$ cat src/apt_regs.svh
// register offsets, reset values and timing counts of the address port trigger block
`ifndef APT_REGS_SVH
`define APT_REGS_SVH

`define APT_ADR_PORT_DATA 32'hffff_f000
`define APT_ADR_PORT_DIR 32'hffff_f020
`define APT_ADR_MODE_CTL 32'hffff_f040
`define APT_ADR_FUNC_SEL 32'hffff_f058
`define APT_ADR_FALL_SEL 32'hffff_fc10
`define APT_ADR_RISE_SEL 32'hffff_fc30
`define APT_ADR_IRQ_CTL 32'hffff_f100

`define APT_RST_PORT_DATA 8'h00
`define APT_RST_PORT_DIR 8'hff
`define APT_RST_MODE_CTL 8'h02
`define APT_RST_FUNC_SEL 8'h03
`define APT_RST_FALL_SEL 8'h00
`define APT_RST_RISE_SEL 8'h03
`define APT_RST_IRQ_CTL 8'h00

`define APT_NPIN 2
`define APT_LVL_DIV 4
`define APT_LVL_CNT_W 2

`endif

$ cat src/apt_pkg.sv
// types shared by the address port trigger block
package apt_pkg;

    typedef enum logic [1:0] {
        APT_TRIG_FALL,
        APT_TRIG_RISE,
        APT_TRIG_LEVEL,
        APT_TRIG_BOTH
    } apt_trig_t;

    typedef struct packed {
        logic mode_ctl;
        logic func_sel;
        logic fall_sel;
        logic rise_sel;
    } apt_pin_cfg_t;

    typedef struct packed {
        logic [31:0] adr;
        logic [31:0] dat;
        logic [3:0] sel;
        logic we;
        logic req;
    } apt_wb_req_t;

    // fall and rise select bits to trigger mode
    function automatic apt_trig_t apt_trig_decode(input logic fall_sel, input logic rise_sel);
        apt_trig_t mode;
        mode = APT_TRIG_FALL;
        if (fall_sel && rise_sel) begin
            mode = APT_TRIG_BOTH;
        end else if (fall_sel) begin
            mode = APT_TRIG_LEVEL;
        end else if (rise_sel) begin
            mode = APT_TRIG_RISE;
        end
        return mode;
    endfunction

endpackage

$ cat src/apt_top.sv
// two-pin address port with pin function select and external interrupt triggers
//
// Added by the designer: the Wishbone slave port.
`timescale 1ns/10ps
`include "apt_regs.svh"
module apt_top
    import apt_pkg::*;
#(
    parameter int NPIN = `APT_NPIN,
    parameter int LVL_DIV = `APT_LVL_DIV
) (
    input wire logic clk_i,
    input wire logic rst_i,
    input wire logic cyc_i,
    input wire logic stb_i,
    input wire logic we_i,
    input wire logic [31:0] adr_i,
    input wire logic [3:0] sel_i,
    input wire logic [31:0] dat_i,
    output logic [31:0] dat_o,
    output logic ack_o,
    input wire logic [NPIN-1:0] addr_bit_i,
    input wire logic [NPIN-1:0] irq_ack_i,
    input wire logic [NPIN-1:0] pin_i,
    output logic [NPIN-1:0] pin_o,
    output logic [NPIN-1:0] pin_oe_o,
    output logic [NPIN-1:0] irq_req_o
);

    // last count of the level strobe divider
    localparam logic [`APT_LVL_CNT_W-1:0] LVL_LAST = `APT_LVL_CNT_W'(LVL_DIV - 1);

    // software-visible configuration
    logic [NPIN-1:0] port_data_ff;
    logic [NPIN-1:0] port_dir_ff;
    logic [NPIN-1:0] mode_ctl_ff;
    logic [NPIN-1:0] func_sel_ff;
    logic [NPIN-1:0] fall_sel_ff;
    logic [NPIN-1:0] rise_sel_ff;

    // request flags and pin drive
    logic [NPIN-1:0] req_flag_ff;
    logic [NPIN-1:0] nxt_req_flag;
    logic [NPIN-1:0] pin_out_ff;
    logic [NPIN-1:0] pin_oe_ff;
    logic [NPIN-1:0] nxt_pin_out;
    logic [NPIN-1:0] nxt_pin_oe;

    // trigger path and level strobe
    logic [NPIN-1:0] trig_set;
    logic [NPIN-1:0] pin_level;
    logic [`APT_LVL_CNT_W-1:0] lvl_cnt_ff;
    logic lvl_sample;

    // register bus
    logic ack_ff;
    logic [31:0] rd_data_ff;
    logic [31:0] nxt_rd_data;
    apt_wb_req_t req;
    logic [7:0] wr_byte;
    logic wr_port_data;
    logic wr_port_dir;
    logic wr_mode_ctl;
    logic wr_func_sel;
    logic wr_fall_sel;
    logic wr_rise_sel;
    logic wr_irq_ctl;
    logic [NPIN-1:0] flag_clr;
    logic [NPIN-1:0] flag_set;

    // bus request gathered once, write takes effect on the acking edge
    always_comb begin
        req.adr = adr_i;
        req.dat = dat_i;
        req.sel = sel_i;
        req.we = we_i;
        req.req = cyc_i && stb_i && !ack_ff;
    end

    assign wr_byte = req.dat[7:0];

    function automatic logic hit(input logic [31:0] adr, input logic [31:0] reg_adr);
        return adr == reg_adr;
    endfunction

    // a write lands only on the taking edge and only through byte lane 0
    function automatic logic wr_hit(input apt_wb_req_t r, input logic [31:0] reg_adr);
        return r.req && r.we && r.sel[0] && hit(r.adr, reg_adr);
    endfunction

    // one write strobe per register
    always_comb begin
        wr_port_data = wr_hit(req, `APT_ADR_PORT_DATA);
        wr_port_dir = wr_hit(req, `APT_ADR_PORT_DIR);
        wr_mode_ctl = wr_hit(req, `APT_ADR_MODE_CTL);
        wr_func_sel = wr_hit(req, `APT_ADR_FUNC_SEL);
        wr_fall_sel = wr_hit(req, `APT_ADR_FALL_SEL);
        wr_rise_sel = wr_hit(req, `APT_ADR_RISE_SEL);
        wr_irq_ctl = wr_hit(req, `APT_ADR_IRQ_CTL);
    end

    // narrow registers read in the low byte, upper bits zero except port direction bits 7:2, which read as one
    function automatic logic [31:0] widen(input logic [NPIN-1:0] val);
        logic [31:0] w;
        w = 32'h0000_0000;
        w[NPIN-1:0] = val;
        return w;
    endfunction

    // single-cycle ack, one idle cycle forced between accesses
    always_ff @(posedge clk_i) begin
        if (rst_i) begin
            ack_ff <= 1'b0;
        end else begin
            ack_ff <= req.req;
        end
    end

    // unmapped addresses still ack and read as zero
    always_comb begin
        nxt_rd_data = 32'h0000_0000;
        if (hit(req.adr, `APT_ADR_PORT_DATA)) begin
            nxt_rd_data = widen((port_data_ff & ~port_dir_ff) | (pin_level & port_dir_ff));
        end else if (hit(req.adr, `APT_ADR_PORT_DIR)) begin
            nxt_rd_data = widen(port_dir_ff) | 32'h0000_00fc;
        end else if (hit(req.adr, `APT_ADR_MODE_CTL)) begin
            nxt_rd_data = widen(mode_ctl_ff);
        end else if (hit(req.adr, `APT_ADR_FUNC_SEL)) begin
            nxt_rd_data = widen(func_sel_ff);
        end else if (hit(req.adr, `APT_ADR_FALL_SEL)) begin
            nxt_rd_data = widen(fall_sel_ff);
        end else if (hit(req.adr, `APT_ADR_RISE_SEL)) begin
            nxt_rd_data = widen(rise_sel_ff);
        end else if (hit(req.adr, `APT_ADR_IRQ_CTL)) begin
            nxt_rd_data = widen(req_flag_ff);
        end
    end

    // read data held between reads, so dat_o stays put outside ack
    always_ff @(posedge clk_i) begin
        if (rst_i) begin
            rd_data_ff <= 32'h0000_0000;
        end else if (req.req && !req.we) begin
            rd_data_ff <= nxt_rd_data;
        end
    end

    // port data latch, driven in port mode with output direction
    always_ff @(posedge clk_i) begin
        if (rst_i) begin
            port_data_ff <= NPIN'(`APT_RST_PORT_DATA);
        end else if (wr_port_data) begin
            port_data_ff <= wr_byte[NPIN-1:0];
        end
    end

    // direction: 1 input, 0 output
    always_ff @(posedge clk_i) begin
        if (rst_i) begin
            port_dir_ff <= NPIN'(`APT_RST_PORT_DIR);
        end else if (wr_port_dir) begin
            port_dir_ff <= wr_byte[NPIN-1:0];
        end
    end

    // mode must be set before the triggers; changing it later may raise a false edge
    always_ff @(posedge clk_i) begin
        if (rst_i) begin
            mode_ctl_ff <= NPIN'(`APT_RST_MODE_CTL);
        end else if (wr_mode_ctl) begin
            mode_ctl_ff <= wr_byte[NPIN-1:0];
        end
    end

    // bit operations arrive as byte read-modify-write from the cpu
    always_ff @(posedge clk_i) begin
        if (rst_i) begin
            func_sel_ff <= NPIN'(`APT_RST_FUNC_SEL);
        end else if (wr_func_sel) begin
            func_sel_ff <= wr_byte[NPIN-1:0];
        end
    end

    always_ff @(posedge clk_i) begin
        if (rst_i) begin
            fall_sel_ff <= NPIN'(`APT_RST_FALL_SEL);
        end else if (wr_fall_sel) begin
            fall_sel_ff <= wr_byte[NPIN-1:0];
        end
    end

    always_ff @(posedge clk_i) begin
        if (rst_i) begin
            rise_sel_ff <= NPIN'(`APT_RST_RISE_SEL);
        end else if (wr_rise_sel) begin
            rise_sel_ff <= wr_byte[NPIN-1:0];
        end
    end

    // level sample strobe, one clock in every LVL_DIV
    always_ff @(posedge clk_i) begin
        if (rst_i) begin
            lvl_cnt_ff <= '0;
        end else if (lvl_cnt_ff == LVL_LAST) begin
            lvl_cnt_ff <= '0;
        end else begin
            lvl_cnt_ff <= lvl_cnt_ff + 1'b1;
        end
    end

    // a low pulse between two strobes is missed; level sources must hold low
    assign lvl_sample = lvl_cnt_ff == LVL_LAST;

    // one detector per line, each with its own bit of every select register
    for (genvar i = 0; i < NPIN; i++) begin : g_line
        apt_pin_cfg_t cfg;
        always_comb begin
            cfg.mode_ctl = mode_ctl_ff[i];
            cfg.func_sel = func_sel_ff[i];
            cfg.fall_sel = fall_sel_ff[i];
            cfg.rise_sel = rise_sel_ff[i];
        end
        apt_trig u_trig (
            .clk_i(clk_i),
            .rst_i(rst_i),
            .pin_i(pin_i[i]),
            .sample_i(lvl_sample),
            .cfg_i(cfg),
            .set_o(trig_set[i]),
            .level_o(pin_level[i])
        );
    end

    // clear sources: cpu acknowledge or a software write of zero
    always_comb begin
        flag_clr = irq_ack_i;
        if (wr_irq_ctl) begin
            flag_clr = irq_ack_i | ~wr_byte[NPIN-1:0];
        end
    end

    // set sources: a detected trigger or a software write of one
    always_comb begin
        flag_set = trig_set;
        if (wr_irq_ctl) begin
            flag_set = trig_set | wr_byte[NPIN-1:0];
        end
    end

    // a set in the same cycle as a clear wins, so no trigger is lost
    assign nxt_req_flag = (req_flag_ff & ~flag_clr) | flag_set;

    // flag holds until cleared, regardless of the pin going inactive
    always_ff @(posedge clk_i) begin
        if (rst_i) begin
            req_flag_ff <= NPIN'(`APT_RST_IRQ_CTL);
        end else begin
            req_flag_ff <= nxt_req_flag;
        end
    end

    // pin drive per mode
    always_comb begin
        nxt_pin_out = '0;
        nxt_pin_oe = '0;
        for (int i = 0; i < NPIN; i++) begin
            if (!mode_ctl_ff[i]) begin
                nxt_pin_out[i] = port_data_ff[i];
                nxt_pin_oe[i] = !port_dir_ff[i];
            end else if (func_sel_ff[i]) begin
                nxt_pin_out[i] = addr_bit_i[i];
                nxt_pin_oe[i] = 1'b1;
            end
        end
    end

    // registered drive adds one clock of latency to the address bits
    always_ff @(posedge clk_i) begin
        if (rst_i) begin
            pin_out_ff <= '0;
            pin_oe_ff <= '0;
        end else begin
            pin_out_ff <= nxt_pin_out;
            pin_oe_ff <= nxt_pin_oe;
        end
    end

    // every output comes straight from a flop
    assign dat_o = rd_data_ff;
    assign ack_o = ack_ff;
    assign pin_o = pin_out_ff;
    assign pin_oe_o = pin_oe_ff;
    assign irq_req_o = req_flag_ff;

endmodule

$ cat src/apt_trig.sv
// per-pin synchroniser and trigger detector
`timescale 1ns/10ps
module apt_trig
    import apt_pkg::*;
(
    input wire logic clk_i,
    input wire logic rst_i,
    input wire logic pin_i,
    input wire logic sample_i,
    input wire apt_pin_cfg_t cfg_i,
    output logic set_o,
    output logic level_o
);

    logic meta_ff;
    logic sync_ff;
    logic prev_ff;
    logic irq_en;
    apt_trig_t mode;

    always_ff @(posedge clk_i) begin
        if (rst_i) begin
            meta_ff <= 1'b1;
            sync_ff <= 1'b1;
        end else begin
            meta_ff <= pin_i;
            sync_ff <= meta_ff;
        end
    end

    // previous sample taken from the second stage only
    always_ff @(posedge clk_i) begin
        if (rst_i) begin
            prev_ff <= 1'b1;
        end else begin
            prev_ff <= sync_ff;
        end
    end

    always_comb begin
        // function bit only counts in control mode
        irq_en = cfg_i.mode_ctl && !cfg_i.func_sel;
        mode = apt_trig_decode(cfg_i.fall_sel, cfg_i.rise_sel);
        set_o = 1'b0;
        if (irq_en) begin
            case (mode)
                APT_TRIG_FALL: set_o = prev_ff && !sync_ff;
                APT_TRIG_RISE: set_o = !prev_ff && sync_ff;
                APT_TRIG_BOTH: set_o = prev_ff != sync_ff;
                APT_TRIG_LEVEL: set_o = sample_i && !sync_ff;
                default: set_o = 1'b0;
            endcase
        end
    end

    assign level_o = sync_ff;

endmodule

$ cat config.mk
export PLATFORM = sky130hd
export DESIGN_NAME = apt_top
export DESIGN_NICKNAME = d
export VERILOG_FILES = /design/src/apt_pkg.sv /design/src/apt_top.sv /design/src/apt_trig.sv
export VERILOG_INCLUDE_DIRS = /design/src
export SDC_FILE = /design/constraint.sdc
export NUM_CORES = 1
export LEC_CHECK = 0
export BUFFER_PORTS_ARGS = -buffer_cell sky130_fd_sc_hd__buf_2
export CAP_MARGIN = 15
export CORE_UTILIZATION = 35
export CTS_CLUSTER_SIZE = 20
export DETAILED_ROUTE_END_ITERATION = 12
export PLACE_DENSITY = 0.71
export SYNTH_ARGS = -nofsm -noshare
export SYNTH_HDL_FRONTEND = slang
export SYNTH_HIERARCHICAL = 1
export SYNTH_SLANG_ARGS = --single-unit
$ cat constraint.sdc
create_clock -name clk_i -period 3.05 [get_ports clk_i]
set_input_delay 0.305 -clock clk_i [delete_from_list [all_inputs] [get_ports clk_i]]
set_output_delay 0.305 -clock clk_i [all_outputs]
set_load 0.01 [all_outputs]
==> results.md <==
* Hold-fix buffers, CTS at 0
* Min cycle time layout at 1.68 ns
* Min-Delay Path Class: in2reg
* Commonest cells after routing, fill and taps aside: buf_2, dfxtp_1, conb_1, nor2_1, mux2i_1
* Max Cap Viol at 0
* Root Buffer: clkbuf_8
* Status: completed
* RSZ-0062 raised after global routing: no
* Post-CTS Setup Repair Bufs at 0
* Post-synth top area share at 0.331
* CTS tree: built
* GP Congestion at 0.795
* Antenna viol nets, final at 0
* Sw Share at 0.241
* Post-CTS sizing at 0
* CP endpoint kind: register
* Cell family with most CP delay: simple AND/OR/NAND/NOR gates
* FF-to-FF path depth at 5
* Vias/cell at 4.79
* Port bufs at 60
* Synth Instances at 211
* Count of final hold-check violations at 0
* Flop-to-flop setup slack at 1.56 ns
* NetSw at 0.198 mW
* Synth Cell Area at 1810 sq um
* Initial antenna violation count at 0
* CP Depth at 6
* CTS clk-pin slew, worst paths at 0.06 ns
* CTS Buf Count at 5
* Critical path's slowest cell: or4b_1
* Die X at 73.9 microns
* Nets at 350
* Worst EP arrival at 1.84 ns
* Overflow after GRT at 0
* Slowest stage delay, CP at 0.56 ns
* Seq/Total Area, Yosys at 0.331
* FP Rows at 25
* Endpoints failing setup at 0
* CP cell instances: buf_2, or4b_1, nor3_1, and3_1, nand4_1, mux2i_1
* Flop pwr share at 0.492
* Pint at 0.623 mW
* DP Wirelength at 2.99 mm
* First-pass GRT wire length at 6.17 mm
* Largest cells by area after synthesis: dfxtp_1, buf_4, mux2i_1
* Least-Margin Pin Slew at 0.521 ns
* Worst setup path start: adr_i[0]
* Fin area at 2130 sq um
* Iter 0 DRT Violations at 105
* Syn Area/Cell at 8.59 sq um
* Total GRT Usage at 0.151
* FFs w/ async S/R, synth at 0
* Antenna Cells at 0
* TritonCTS Sinks at 30
* Initial core utilization at 0.374
* Largest net degree at the start of global routing at 35
* DR pass1 iterations at 4
* Most common cell after layout, fill and taps aside: buf_2
* Total number of vias at 1,609
* Die area at 5470 sq um
* Worst r2r src: ack_o
* Seq cells post-synth at 30
* Area delta synth->final at 17.7%
* CP Class: in2reg
* Worst setup SP type: input pin
* IO Count at 118
* Clock power share at 0.394
* Worst-skew pair later-pin latency at 0.28 ns
* Post-synth EDFFs at 0
* Layout cell share with drive strength beyond 1 at 0.290
* Worst endpoint required time at 3.21 ns
* Final Max Slew Viols at 0
* Number of flip-flops under the largest register name at 3
* Min Hold Slack at 0.209 ns
* Die Y at 73.9 microns
* Power Dens Cells at 385 nW/um^2
* Clock skew at 0.00283 ns
* DR WL/cell at 11.1 microns
* Vias in the first global route at 1,458
* Main synth FF type: dfxtp_1
* Residual DRC at 0
* End point of the critical path: mode_ctl_ff[1]
* Rel. slew slack at 0.650
* Max Buffers Root-to-Sink at 2
* Logic pwr share at 0.114
* Crit path buf inv count at 1
* Core area at 4850 sq um
* H-tree depth at 2
* Yosys top cell by area: dfxtp_1
* Wirelength, routed at 3.74 mm
* Worst vdd ir at 0.204 mV
* Post-route clock period utilization at 0.552
* R2r endpoint: mode_ctl_ff[1]
* Leak Pwr at 1.01 nW
* Max Clock Freq at 594 MHz
* Library cells used by synthesis at 40
* Synth warn at 6
* Worst Path Max Fanout at 5
* Cell Area, Placed at 2040 sq um
* Setup_tns at 0 ns
==> routing by layer <==
metal | up-vias | GRT usage | wire (microns)
met3 | 2 | 0.0623 | 281
met4 | 0 | 0.0513 | 21
met1 | 735 | 0.175 | 1630
li1 | 812 | - | -
met5 | - | 0 | 0
met2 | 60 | 0.251 | 1810
==> logic make-up after synthesis <==
logic type | Yosys count | share of synthesized area
other | 1 | 0.00207
buffers and inverters | 39 | 0.145
muxes | 16 | 0.0884
AOI/OAI and AO/OA | 29 | 0.102
DFF | 30 | 0.331
adders and majority gates | 3 | 0.0207
and+or+nand+nor | 93 | 0.310
==> final cells by class <==
class | count | area [sq um]
fill | 507 | 2720
multi-input combinational | 165 | 1030
sequential | 30 | 601
timing repair buffer | 60 | 300
clock buffer | 7 | 86.3
tap | 67 | 83.8
inverter | 6 | 22.5
clock inverter | 1 | 5.00
==> power by group through the flow <==
stage	registers, mW	clock network, mW	logic (mW)
CTS	0.404	0.339	0.0936
global route	0.405	0.361	0.106
global placement	0.412	0	0.0918
finish	0.404	0.323	0.0935
detailed placement	0.413	0	0.0934
floorplan	0.413	0	0.0740
==> worst min path at each step <==
stage | start | end | slack [ns] | depth (start not counted)
6_report | pin_i[0] | g_line[0].u_trig/meta_ff | 0.21 | 2
5_1_grt | pin_i[1] | g_line[1].u_trig/meta_ff | 0.19 | 2
4_1_cts | pin_i[1] | g_line[1].u_trig/meta_ff | 0.20 | 2
3_5_place_dp | g_line[0].u_trig/meta_ff | g_line[0].u_trig/level_o | 0.40 | 1
3_3_place_gp | g_line[0].u_trig/meta_ff | g_line[0].u_trig/level_o | 0.39 | 1
2_1_floorplan | g_line[0].u_trig/meta_ff | g_line[0].u_trig/level_o | 0.39 | 1
==> synth_stat cells, types with 3 or more instances <==
| master | n |
|---|---|
| dfxtp_1 | 30 |
| nand4_1 | 10 |
| inv_1 | 6 |
| mux2i_1 | 16 |
| o21ai_0 | 4 |
| ha_1 | 3 |
| nor2b_1 | 3 |
| clkbuf_1 | 3 |
| buf_4 | 29 |
| or2_2 | 7 |
| nand4bb_1 | 3 |
| nand3_1 | 4 |
| a31oi_1 | 4 |
| nor2_1 | 23 |
| nand2_1 | 6 |
| nand2b_1 | 13 |
| nor3_1 | 4 |
| a21oi_1 | 9 |
==> worst reg2reg max path, stage by stage, from the launching register on <==
cell and delay, ns:
dfxtp_1 0.30, nand3b_1 0.20, nor2_1 0.20, and3_1 0.29, nand4_1 0.21, mux2i_1 0.17
==> stage by stage <==
step / utilization / setup WS [ns] / power, mW / cells
6_report: 0.440 / 1.37 / 0.820 / 336
5_1_grt: 0.440 / 1.25 / 0.872 / 336
4_1_cts: 0.440 / 1.39 / 0.837 / 336
3_5_place_dp: 0.421 / 1.07 / 0.506 / 328
3_3_place_gp: 0.421 / 1.11 / 0.504 / 328
2_1_floorplan: - / 1.31 / 0.487 / 234
(Power assumes the default switching activity.)
